File: src/rtl/pmrc_params.svh
// Offsets, field positions, reset values and times of the mode controller
`ifndef PMRC_PARAMS_SVH
`define PMRC_PARAMS_SVH

// ----------------------------------------------------------------
// Register byte offsets
// ----------------------------------------------------------------
`define PMRC_OFF_CMD      8'h00
`define PMRC_OFF_CFG      8'h04
`define PMRC_OFF_FLT      8'h08
`define PMRC_OFF_STAT     8'h0C

// ----------------------------------------------------------------
// Field positions and reset values
// ----------------------------------------------------------------
`define PMRC_CMD_OFF      0
`define PMRC_CMD_SLP      1
`define PMRC_CMD_SRST     2
`define PMRC_CFG_W        6
`define PMRC_CFG_IDLE_EN  0
`define PMRC_CFG_IDLE_OFF 1
`define PMRC_CFG_SLPT_LO  2
`define PMRC_CFG_SLPT_HI  4
`define PMRC_CFG_BAL_OFF  5
`define PMRC_CFG_RST      6'h00
`define PMRC_FLT_W        4
`define PMRC_FLT_DIGITAL_RESET_FLAG     0
`define PMRC_FLT_FCOMM    1
`define PMRC_FLT_CCLR     2
`define PMRC_FLT_STOP     3
`define PMRC_FLT_RST      4'h0
`define PMRC_STAT_BUSY    2

// ----------------------------------------------------------------
// Times in ns and clock period
// ----------------------------------------------------------------
`define PMRC_CLK_NS       4
`define PMRC_HWRST_NS     40000
`define PMRC_IDLE_NS      1000000
`define PMRC_SLPU_NS      1000000

`endif

File: src/rtl/pmrc_pkg.sv
// Types shared by the power-mode and reset controller
package pmrc_pkg;

	typedef enum logic [1:0] {
		PMRC_SHDN,
		PMRC_SLEEP,
		PMRC_ACTIVE,
		PMRC_HOFF
	} pmrc_mode_t;

	typedef struct packed {
		pmrc_mode_t  mode;
		logic [31:0] cnt;
		logic        ap_act;
		logic        ap_wr;
		logic [7:0]  ap_addr;
		logic [31:0] rdata;
		logic        rdy;
		logic        resp;
		logic [5:0]  cfg;
		logic [3:0]  flags;
		logic        dig_rst;
		logic        uart_rst;
		logic        fwd_wake;
		logic        fwd_res;
		logic        hb_seen;
		logic        ft_seen;
		logic        lp_en;
		logic        fu_en;
		logic        hr_busy;
	} pmrc_state_t;

endpackage : pmrc_pkg

File: src/rtl/pmrc_ctrl.sv
// Power-mode and reset controller with AHB-Lite register slave
//
// Functional notes
// RULE_01: In shutdown only wake ping or tone is heard; it leads to active.
// RULE_02: Base wake from shutdown sets reset, fault-comm, comm-clear flags.
// RULE_03: Stack device sets reset and fault-comm flags; top sets reset only.
// RULE_04: Writing one to the off command puts the device in shutdown.
// RULE_05: Link idle timeout set for shutdown moves active to shutdown.
// RULE_06: Selected low-power timeout moves sleep to shutdown.
// RULE_07: Optional shutdown once all balancing has completed.
// RULE_08: Die overtemperature shuts the device down.
// RULE_09: Shutdown ping or tone forces shutdown without any register access.
// RULE_10: Hard reinit turns all off for a set time; restarts in shutdown.
// RULE_11: In sleep supplies stay on; only limited functions run.
// RULE_12: Sleep is left by wake (with reset) or resume (no reset).
// RULE_13: Sleep is entered from active only, e.g. by the sleep command.
// RULE_14: Link idle timeout set for sleep moves active to sleep.
// RULE_15: Wake from shutdown resets registers and reloads shadow values.
// RULE_16: Wake from sleep resets digital; only the reset flag is set.
// RULE_17: Resume from sleep resets the UART only; base sets comm-clear flag.
// RULE_18: Active wake, soft reset, supply UV or watchdog fault reset digital.
// RULE_19: Resume in active or comm clear resets UART, sets clear and stop.
// RULE_20: UART-only resets touch the base device only.
// RULE_21: Detection of each signal is gated by the current power mode; link_rx_valid clears the timer in every mode, hard reinit included.
// RULE_22: Ping shapes are decoded upstream; events arrive here as pulses.
// RULE_23: Accepted wake and resume are forwarded as tones; others are not.
// RULE_24: Host enables sleep functions in active before entering sleep.
// RULE_25: After power-on reset the controller starts in shutdown.
// RULE_26: Events are one-cycle pulses; hard reinit wins over everything.
`timescale 1ns/1ps
`include "pmrc_params.svh"

module pmrc_ctrl
	import pmrc_pkg::*;
#(
	parameter int HWRST_CYC =
		(`PMRC_HWRST_NS + `PMRC_CLK_NS - 1) / `PMRC_CLK_NS,
	parameter int IDLE_CYC  = `PMRC_IDLE_NS / `PMRC_CLK_NS,
	parameter int SLPU_CYC  = `PMRC_SLPU_NS / `PMRC_CLK_NS
) (
	input  wire logic        clk,
	input  wire logic        nrst,
	input  wire logic        ce,
	input  wire logic        hsel,
	input  wire logic [31:0] haddr,
	input  wire logic [1:0]  htrans,
	input  wire logic        hwrite,
	input  wire logic [2:0]  hsize,
	input  wire logic [31:0] hwdata,
	input  wire logic        hready,
	output logic             hreadyout,
	output logic             hresp,
	output logic [31:0]      hrdata,
	input  wire logic        wake_ping,
	input  wire logic        wake_tone,
	input  wire logic        resume_signal_ping,
	input  wire logic        resume_signal_tone,
	input  wire logic        shdn_ping,
	input  wire logic        shdn_tone,
	input  wire logic        hard_reinit_signal_ping,
	input  wire logic        hard_reinit_signal_tone,
	input  wire logic        heartbeat_tone,
	input  wire logic        fault_tone,
	input  wire logic        comm_clear,
	input  wire logic        link_rx_valid,
	input  wire logic        bal_done,
	input  wire logic        die_overtemp,
	input  wire logic        avdd_uv,
	input  wire logic        dvdd_uv,
	input  wire logic        osc_wdog_fault,
	input  wire logic        is_base,
	input  wire logic        is_top,
	output pmrc_mode_t       mode,
	output logic             digital_reset,
	output logic             uart_reset,
	output logic             fwd_wake_tone,
	output logic             fwd_resume_tone,
	output logic             heartbeat_seen,
	output logic             fault_tone_seen,
	output logic             lowpower_funcs_en,
	output logic             full_funcs_en,
	output logic             hard_reinit_busy
);

	// ----------------------------------------------------------------
	// Helpers
	// ----------------------------------------------------------------
	// Flags raised by a wake out of shutdown, by chain position
	function automatic logic [3:0] wake_flags(input logic base,
		input logic top);
		logic [3:0] f;
		f = `PMRC_FLT_RST;
		f[`PMRC_FLT_DIGITAL_RESET_FLAG] = 1'b1;
		f[`PMRC_FLT_FCOMM] = base | ~top;
		f[`PMRC_FLT_CCLR] = base;
		return f;
	endfunction : wake_flags

	function automatic logic [31:0] last_cnt(input int cyc);
		return 32'(cyc - 1);
	endfunction : last_cnt

	localparam pmrc_state_t ST_RST = '{mode: PMRC_SHDN, rdy: 1'b1,
		cfg: `PMRC_CFG_RST, flags: `PMRC_FLT_RST, default: '0};

	pmrc_state_t st_r;
	pmrc_state_t st_nxt;

	logic        in_sd;
	logic        in_sl;
	logic        in_ac;
	logic        awake;
	logic        ev_wake;
	logic        ev_res;
	logic        ev_shd;
	logic        ev_hr;
	logic        ev_supply;
	logic        ev_ot;
	logic        wr_cmd;
	logic        wr_cfg;
	logic        wr_flt;
	logic        cmd_off;
	logic        cmd_slp;
	logic        cmd_srst;
	logic [3:0]  w1c;
	logic [3:0]  fset;
	logic        digital_reset_flag;
	logic [2:0]  slp_sel;
	logic [31:0] slp_lim;
	logic        idle_hit;
	logic        slp_hit;
	logic        hw_done;
	logic        addr_ok;

	// ----------------------------------------------------------------
	// Event gating by power mode
	// ----------------------------------------------------------------
	always_comb begin
		in_sd = st_r.mode == PMRC_SHDN;
		in_sl = st_r.mode == PMRC_SLEEP;
		in_ac = st_r.mode == PMRC_ACTIVE;
		awake = in_sl | in_ac;
		// Ping and tone of one kind act alike [RULE_22]
		// Shutdown listens for wake only [RULE_01] [RULE_21]
		ev_wake = (wake_ping | wake_tone) & (in_sd | awake);
		ev_res = (resume_signal_ping | resume_signal_tone) & awake;
		ev_shd = (shdn_ping | shdn_tone) & awake;
		ev_hr = (hard_reinit_signal_ping | hard_reinit_signal_tone)
			& awake;
		// Supplies are off in shutdown, so undervoltage means nothing
		ev_supply = (avdd_uv | dvdd_uv | osc_wdog_fault) & awake;
		ev_ot = die_overtemp & awake;
	end

	// ----------------------------------------------------------------
	// Bus data phase decode
	// ----------------------------------------------------------------
	always_comb begin
		wr_cmd = st_r.ap_act & st_r.ap_wr & st_r.ap_addr == `PMRC_OFF_CMD;
		wr_cfg = st_r.ap_act & st_r.ap_wr & st_r.ap_addr == `PMRC_OFF_CFG;
		wr_flt = st_r.ap_act & st_r.ap_wr & st_r.ap_addr == `PMRC_OFF_FLT;
		// Commands are heard only while the link is up
		cmd_off = wr_cmd & in_ac & hwdata[`PMRC_CMD_OFF];
		cmd_slp = wr_cmd & in_ac & hwdata[`PMRC_CMD_SLP];
		cmd_srst = wr_cmd & in_ac & hwdata[`PMRC_CMD_SRST];
		w1c = wr_flt ? hwdata[`PMRC_FLT_W-1:0] : `PMRC_FLT_RST;
		addr_ok = hsel & hready & htrans[1];
	end

	// ----------------------------------------------------------------
	// Timers
	// ----------------------------------------------------------------
	always_comb begin
		slp_sel = st_r.cfg[`PMRC_CFG_SLPT_HI:`PMRC_CFG_SLPT_LO];
		// Each step of the select doubles the sleep time
		slp_lim = 32'(SLPU_CYC) << (slp_sel - 3'h1);
		idle_hit = in_ac & st_r.cfg[`PMRC_CFG_IDLE_EN]
			& st_r.cnt == last_cnt(IDLE_CYC);
		slp_hit = in_sl & slp_sel != 3'h0
			& st_r.cnt == slp_lim - 32'h1;
		hw_done = st_r.mode == PMRC_HOFF
			& st_r.cnt == last_cnt(HWRST_CYC);
	end

	// ----------------------------------------------------------------
	// Next state
	// ----------------------------------------------------------------
	always_comb begin
		st_nxt = st_r;
		st_nxt.dig_rst = 1'b0;
		st_nxt.uart_rst = 1'b0;
		st_nxt.fwd_wake = 1'b0;
		st_nxt.fwd_res = 1'b0;
		st_nxt.cnt = st_r.cnt + 32'h1;
		fset = `PMRC_FLT_RST;
		digital_reset_flag = 1'b0;

		if (wr_cfg) begin
			st_nxt.cfg = hwdata[`PMRC_CFG_W-1:0];
		end

		if (ev_hr) begin
			st_nxt.mode = PMRC_HOFF; // [RULE_10] [RULE_26]
		end else if (st_r.mode == PMRC_HOFF) begin
			if (hw_done) begin
				// Power-on-like: registers back to reset, no flags
				st_nxt.mode = PMRC_SHDN; // [RULE_10] [RULE_25]
				st_nxt.cfg = `PMRC_CFG_RST;
				st_nxt.flags = `PMRC_FLT_RST;
			end
		end else if (ev_wake) begin
			digital_reset_flag = 1'b1;
			st_nxt.mode = PMRC_ACTIVE; // [RULE_01] [RULE_12]
			st_nxt.fwd_wake = 1'b1; // [RULE_23]
			if (in_sd) begin
				fset = wake_flags(is_base, is_top); // [RULE_02] [RULE_03]
			end else begin
				fset[`PMRC_FLT_DIGITAL_RESET_FLAG] = 1'b1; // [RULE_16] [RULE_18]
			end
		end else if (ev_supply | cmd_srst) begin
			digital_reset_flag = 1'b1;
			fset[`PMRC_FLT_DIGITAL_RESET_FLAG] = 1'b1; // [RULE_18]
		end else if (ev_ot | ev_shd) begin
			st_nxt.mode = PMRC_SHDN; // [RULE_08] [RULE_09]
		end else if (ev_res) begin
			st_nxt.mode = PMRC_ACTIVE; // [RULE_12]
			st_nxt.fwd_res = 1'b1; // [RULE_23]
			st_nxt.uart_rst = is_base; // [RULE_20]
			fset[`PMRC_FLT_CCLR] = is_base; // [RULE_17] [RULE_19]
			fset[`PMRC_FLT_STOP] = is_base & in_ac; // [RULE_19]
		end else if (comm_clear & in_ac) begin
			st_nxt.uart_rst = is_base; // [RULE_19] [RULE_20]
			fset[`PMRC_FLT_CCLR] = is_base;
			fset[`PMRC_FLT_STOP] = is_base;
		end else if (bal_done & awake & st_r.cfg[`PMRC_CFG_BAL_OFF]) begin
			st_nxt.mode = PMRC_SHDN; // [RULE_07]
		end else if (cmd_off) begin
			st_nxt.mode = PMRC_SHDN; // [RULE_04]
		end else if (cmd_slp) begin
			st_nxt.mode = PMRC_SLEEP; // [RULE_13]
		end else if (idle_hit) begin
			// Idle timeout target chosen by config [RULE_05] [RULE_14]
			st_nxt.mode = st_r.cfg[`PMRC_CFG_IDLE_OFF] ? PMRC_SHDN
				: PMRC_SLEEP;
		end else if (slp_hit) begin
			st_nxt.mode = PMRC_SHDN; // [RULE_06]
		end

		// Digital reset: defaults and shadow reload [RULE_15] [RULE_18]
		if (digital_reset_flag) begin
			st_nxt.dig_rst = 1'b1;
			st_nxt.cfg = `PMRC_CFG_RST;
			st_nxt.flags = fset;
		end else if (!(st_r.mode == PMRC_HOFF && hw_done)) begin
			// A set in the same cycle as its clear wins
			st_nxt.flags = (st_r.flags & ~w1c) | fset;
		end

		if (st_nxt.mode != st_r.mode || link_rx_valid) begin
			st_nxt.cnt = 32'h0;
		end

		st_nxt.hb_seen = heartbeat_tone & in_sl; // [RULE_21]
		st_nxt.ft_seen = fault_tone & awake; // [RULE_21]
		st_nxt.lp_en = st_nxt.mode == PMRC_SLEEP
			|| st_nxt.mode == PMRC_ACTIVE; // [RULE_11]
		st_nxt.fu_en = st_nxt.mode == PMRC_ACTIVE; // [RULE_11]
		st_nxt.hr_busy = st_nxt.mode == PMRC_HOFF; // [RULE_10]

		// ----------------------------------------------------------------
		// Bus address phase; read data sampled here
		// ----------------------------------------------------------------
		st_nxt.ap_act = addr_ok;
		st_nxt.ap_wr = hwrite;
		st_nxt.ap_addr = haddr[7:0];
		st_nxt.rdy = 1'b1;
		st_nxt.resp = 1'b0;
		if (addr_ok && !hwrite) begin
			st_nxt.rdata = 32'h0;
			if (haddr[31:8] == 24'h0) begin
				unique case (haddr[7:0])
					`PMRC_OFF_CFG: st_nxt.rdata =
						{{(32-`PMRC_CFG_W){1'b0}}, st_r.cfg};
					`PMRC_OFF_FLT: st_nxt.rdata =
						{{(32-`PMRC_FLT_W){1'b0}}, st_r.flags};
					`PMRC_OFF_STAT: begin
						st_nxt.rdata[1:0] = st_r.mode;
						st_nxt.rdata[`PMRC_STAT_BUSY] =
							st_r.mode == PMRC_HOFF;
					end
					default: st_nxt.rdata = 32'h0;
				endcase
			end
		end
	end

	always_ff @(posedge clk or negedge nrst) begin
		if (!nrst) begin
			st_r <= ST_RST; // [RULE_25]
		end else if (ce) begin
			st_r <= st_nxt;
		end
	end

	// ----------------------------------------------------------------
	// Outputs
	// ----------------------------------------------------------------
	assign hreadyout = st_r.rdy;
	assign hresp = st_r.resp;
	assign hrdata = st_r.rdata;
	assign mode = st_r.mode;
	assign digital_reset = st_r.dig_rst;
	assign uart_reset = st_r.uart_rst;
	assign fwd_wake_tone = st_r.fwd_wake;
	assign fwd_resume_tone = st_r.fwd_res;
	assign heartbeat_seen = st_r.hb_seen;
	assign fault_tone_seen = st_r.ft_seen;
	assign lowpower_funcs_en = st_r.lp_en;
	assign full_funcs_en = st_r.fu_en;
	assign hard_reinit_busy = st_r.hr_busy;

	logic quiet_hi;
	assign quiet_hi = !(wake_ping | wake_tone | shdn_ping | shdn_tone
		| hard_reinit_signal_ping | hard_reinit_signal_tone
		| die_overtemp | avdd_uv | dvdd_uv | osc_wdog_fault);
endmodule : pmrc_ctrl

File: config.mk
export PLATFORM = sky130hd
export DESIGN_NAME = pmrc_ctrl
export DESIGN_NICKNAME = d
export VERILOG_FILES = /design/src/rtl/pmrc_pkg.sv /design/src/rtl/pmrc_ctrl.sv
export VERILOG_INCLUDE_DIRS = /design/src /design/src/rtl
export SDC_FILE = /design/constraint.sdc
export NUM_CORES = 1
export LEC_CHECK = 0
export BUFFER_PORTS_ARGS = -buffer_cell sky130_fd_sc_hd__buf_2
export CAP_MARGIN = 20
export CORE_MARGIN = 3
export CORE_UTILIZATION = 49
export CTS_CLUSTER_DIAMETER = 60
export CTS_CLUSTER_SIZE = 14
export DETAILED_ROUTE_END_ITERATION = 10
export PLACE_DENSITY = 0.78
export SYNTH_ARGS = -nofsm -noshare
export SYNTH_HDL_FRONTEND = slang
export SYNTH_SLANG_ARGS = --single-unit
export TNS_END_PERCENT = 50
File: constraint.sdc
create_clock -name clk -period 4.09 [get_ports clk]
set_input_delay 0.6135 -clock clk [delete_from_list [all_inputs] [get_ports clk]]
set_output_delay 0.6135 -clock clk [all_outputs]
set_load 0.01 [all_outputs]
# Word-level counts from Yosys, hierarchy flattened
# Cells that the tools add are included.
# word_totals
register_bits,95
out_inout_bits,45
# op_classes
add_sub_neg,3
eq_ne,18
shift,1
n_mux,52
bitwise,42
n_reduce_logical,11
# ops
operator,n
$mux 2,19
$add 32x1->32 const B,1
$eq 32x14->1 const B,1
$eq 32x18->1 const B,1
$eq 32x32->1,1
$mux 32,1
$shl 18x3->32 const A,1
$sub 32x1->32 const B,1
$mux 10,3
$and 1x1->1,27
$eq 8x4->1 const B,3
$logic_not 24->1,1
$mux 4,5
$mux 6,3
$mux 1,17
$eq 8x3->1 const B,2
$or 1x1->1,11
$ne 3x3->1 const B,3
$pmux 3 s3,1
$eq 2x2->1 const B,4
$logic_not 8->1,1
$mux 3,2
$pmux 3 s2,1
$and 4x4->4,1
other kinds (13),16

# Depth between registers and ports, before layout
# logic_depth
word_depth,20
ltp_mapped,19
depth_no_buf,17

# Worst setup path after synthesis
# OpenSTA, ideal clock, no wires.
# synth_timing
kind,reg-to-reg
start,"register st_r, in the netlist slp_sel[0]"
end,"register st_r, in the netlist lowpower_funcs_en"
setup_time_ns,0.125
arrival_time_ns,4.153
required_time_ns,3.965
slack_ns,-0.188
path_stages_with_launch,20
n_path_buf,3
cell_sequence,dfrtp_1 -> buf_2 -> inv_1 -> ha_1 -> ha_1 -> buf_4 -> buf_4 -> nand2_1 -> ha_1 -> nor3b_1 -> nand4_1 -> nor3b_1 -> o221ai_1 -> a2111oi_0 -> nand4_2 -> a21oi_1 -> o221ai_1 -> a21o_1 -> ha_1 -> mux2_2
# synth_lines
element,line,rtl
start: declaration,pmrc_ctrl.sv:106,pmrc_state_t st_r;
start signal: assignment,pmrc_ctrl.sv:301,st_r <= st_nxt;

==> results by group <==
Detailed routing
  – Drt pass-1 iters: 4
  – Antenna viol nets, final: 0
  – Routed len/inst: about 17 µm
  – Final WL: between 10 and 15 mm
  – # DRC: 0
  – Routed vias/inst: about 5.7
  – Iter 0 DRT Violations: between 300 and 400
  – Via Count: 4559

Clocking
  – CTS Hold Buffers Added: 0
  – Clk buf depth: 2
  – CTS Buf Count: 9
  – Clock transition at path regs: roughly 80 ps
  – CTS Sinks: 69
  – Root Buffer: clkbuf_8
  – TritonCTS clock tree: done
  – Worst-Skew Late Latency: roughly 350 ps
  – H-tree depth: 3

Setup path
  – Cell mode on critical path: ha_1
  – Critical-path top delay cell: or4_4
  – CP arrival: about 4200 ps
  – Critical path class: reg -> reg
  – Critical path required time: roughly 4300 ps
  – CP Buf/Inv Count: 3
  – Largest delay share family, worst path: simple AND/OR/NAND/NOR gates
  – Max incr delay on CP: around 570 ps
  – Critical-path cell list: inv_1 -> ha_1 -> ha_4 -> and2_1 -> inv_1 -> ha_1 -> xor2_1 -> nand2_1 -> o2111ai_1 -> or4_4 -> nor4_4 -> nand4_2 -> buf_4 -> a31oi_1 -> o31ai_1 -> ha_1 -> mux2_2
  – Critical R2R Capture: lowpower_funcs_en$_DFFE_PN0P_
  – Worst r2r path cells: 17
  – Max FO, Critical Path: 4
  – Critical Path Start Type: flop
  – Reg-to-reg slack, setup: roughly 160 ps
  – Crit end category: flop
  – Worst r2r src: slp_sel[1]$_DFFE_PN0P_

Layout
  – Synth-to-layout area growth: 13.2%
  – Core Util, Final: between 50% and 60%
  – Final cell count without fillers: between 700 and 800
  – Share of cells above drive strength 1: a little under a quarter
  – Layout net count: approximately 770
  – Diode count: 0
  – Fillers: 880

Global route
  – GRT overflow: 0
  – First-pass GRT wire length: between 20 and 25 mm
  – Vias in the first global route: approximately 4500
  – GRT Total Usage: 23.5%
  – Antenna violations before repair: 0
  – Largest net degree at the start of global routing: 37

Synthesis
  – EDFF count, synth: 0
  – Area contributors post-synth: dfrtp_1 34%, buf_4 5.6%, mux2_2 4.2%
  – Post-synth top area cell: dfrtp_1
  – Most numerous cell in the Yosys netlist: dfrtp_1
  – Yosys warning count: 0
  – Syn_area_per_cell: between 8 and 9 µm²
  – Cell variety after synth: 71
  – Share of flip-flops with an asynchronous set or reset: 100%
  – Post-synth top flop: dfrtp_1
  – Register area share after synthesis: 33.8%
  – Synth top cells by count: 69 x dfrtp_1, 57 x nor2_1, 38 x buf_4, 37 x nand2_1, 25 x nand3_1
  – Syn Inst Count: 583
  – FF+latch count, synth: 69
  – Synth Cell Area: between 0.005 and 0.006 mm²
  – Synth top area share: around 34%

Floorplan
  – Die ar.: 0.0117 mm²
  – Horiz. Die Dim: between 100 and 150 µm
  – Core Area: ~0.010 mm²
  – Io pins: between 100 and 150
  – Rows: 36
  – Initial Util: 51.4%
  – Die H: roughly 110 µm

Placement
  – Placed Cells: about 780
  – Count of input and output buffers: 80
  – Gpl congestion: ~0.94
  – Post-detail-place hpwl: around 10 mm
  – Pre-CTS setup slack: 127 ps

STA
  – Hold Worst Slack: 352 ps
  – Max Slew Vio Count: 0
  – Final setup fails: 0
  – Final Cycle Share: 96.2%
  – Fin crit period: just under 4000 ps
  – RSZ-0062 raised after global routing: no
  – Worst setup margin: 156 ps
  – Clk_skew: roughly 13 ps
  – Worst rel slew slack: 44.7%
  – Final hold vios: 0
  – TNS Setup: 0 ps
  – Measured slew at the worst slew-check pin: 830 ps
  – Fmax: roughly 0.25 GHz

Run
  – Max-cap viol count: 0

Worst hold path
  – HP Class: in -> async

Power
  – Peak VDD IR: approximately 0.42 mV
  – Leak: 2.61 nW
  – Power Dens Cells: 399 mW/mm²

Run status
  – Status: finished clean
-- worst max path at each step --
stage	startpoint	to	cells past startpoint
after floorplan	slp_sel[0]$_DFFE_PN0P_	lowpower_funcs_en$_DFFE_PN0P_	19
after global placement	slp_sel[1]$_DFFE_PN0P_	lowpower_funcs_en$_DFFE_PN0P_	14
after detailed placement	slp_sel[1]$_DFFE_PN0P_	lowpower_funcs_en$_DFFE_PN0P_	16
after CTS	slp_sel[1]$_DFFE_PN0P_	lowpower_funcs_en$_DFFE_PN0P_	16
after global routing	slp_sel[1]$_DFFE_PN0P_	full_funcs_en$_DFFE_PN0P_	19
final	slp_sel[1]$_DFFE_PN0P_	lowpower_funcs_en$_DFFE_PN0P_	17
-- cell usage in the layout, fill, tap and decap left out, types with 4 or more instances in the layout --
cell      netlist  final
nand2b_1        8      8
and2_1          4      4
and3_1         10     10
o31ai_1         5      5
or2_2           5      5
nand3b_1        5      5
inv_1          21     21
a22o_1         16     16
buf_4          38     19
a21oi_1        14     13
buf_2           3     80
nor4_1         13     13
nand3_1        25     25
a21o_1          7      7
nand2_1        37     37
o21ai_0        24     24
nor2b_1         7      7
nor2_1         57     57
clkbuf_8        0      9
ha_1           15     14
nor3b_1         5      4
dfrtp_1        69     69
xor2_1         24     24
nand4_1        12     12
a31oi_1         8      8
nor4b_1         4      4
mux2i_1         6      6
o21a_1          4      4
nor3_1         11     11
mux2_2         19     19
conb_1          2     28
xnor2_1        20     20
or4_1           5      4
nand4b_1        4      4
-- layout make-up --
cell class | count | area [µm²] | share of cell area [%]
Clock buffer | 9 | 124 | 2.14
Sequential cell | 69 | 1730 | 29.8
Inverter | 22 | 82.6 | 1.43
Clock inverter | 6 | 65.1 | 1.12
Tap cell | 133 | 166 | 2.88
Timing Repair Buffer | 101 | 574 | 9.92
Multi-Input combinational cell | 455 | 3050 | 52.7
-- cell families (layout without fill, tap and decap cells) --
family | count (synthesis) | after routing | synth area share (%)
buffers and inverters | 85 | 138 | 9.42
other | 2 | 28 | 0.147
adders and majority gates | 15 | 15 | 3.67
DFF | 69 | 69 | 33.8
AOI/OAI and AO/OA | 116 | 116 | 16.3
and+or+nand+nor | 227 | 227 | 23.8
xor gates and xnor gates | 44 | 44 | 7.54
muxes | 25 | 25 | 5.36
-- what timing repair did --
| action | 4_1_cts | 5_1_grt |
|---|---|---|
| endpoints found under the setup margin | 0 | 3 |
| setup buffers | 0 | 2 |
| gates resized for setup | 0 | 5 |
-- worst register-to-register path, cell delays in order, from the launching register on --
cell and delay (ps):
dfrtp_1 350, inv_1 80, ha_1 230, ha_4 290, and2_1 140, inv_1 70, ha_1 240, xor2_1 160
nand2_1 70, o2111ai_1 110, or4_4 570, nor4_4 250, nand4_2 180, buf_4 200, a31oi_1 170, o31ai_1 140
ha_1 310, mux2_2 260
-- stage by stage --
step | instance area [µm²] | total power, mW
floorplan | 5240 | 1.49
global placement | 5560 | 1.73
detailed placement | 5560 | 1.74
CTS | 5750 | 2.30
global route | 5790 | 2.47
finish | 5790 | 2.31
-- report_power, final --
part / switching, mW / internal (mW)
clock: 0.271 / 0.278
combinational: 0.557 / 0.379
sequential: 0.0742 / 0.752
total: 0.902 / 1.41
-- per-layer routing --
layer	track usage (%)	routed length [µm]	vias to the layer above	share of wire, %
li1	-	-	2188	-
met1	31.5	5900	2177	45
met2	38.5	6250	171	47
met3	4.06	816	23	6.2
met4	8.21	223	0	1.7
met5	0	0	-	0
-- sequential cells by signal, indices dropped and copies added (netlist names) --
signal / cells
hrdata: 6
st_r: 49
digital_reset: 1
fwd_resume_tone: 1
fwd_wake_tone: 1
heartbeat_seen: 1
uart_reset: 1
lowpower_funcs_en: 1
hard_reinit_busy: 1
slp_sel: 3
mode: 2
full_funcs_en: 1
fault_tone_seen: 1
(Power assumes the default switching activity.)
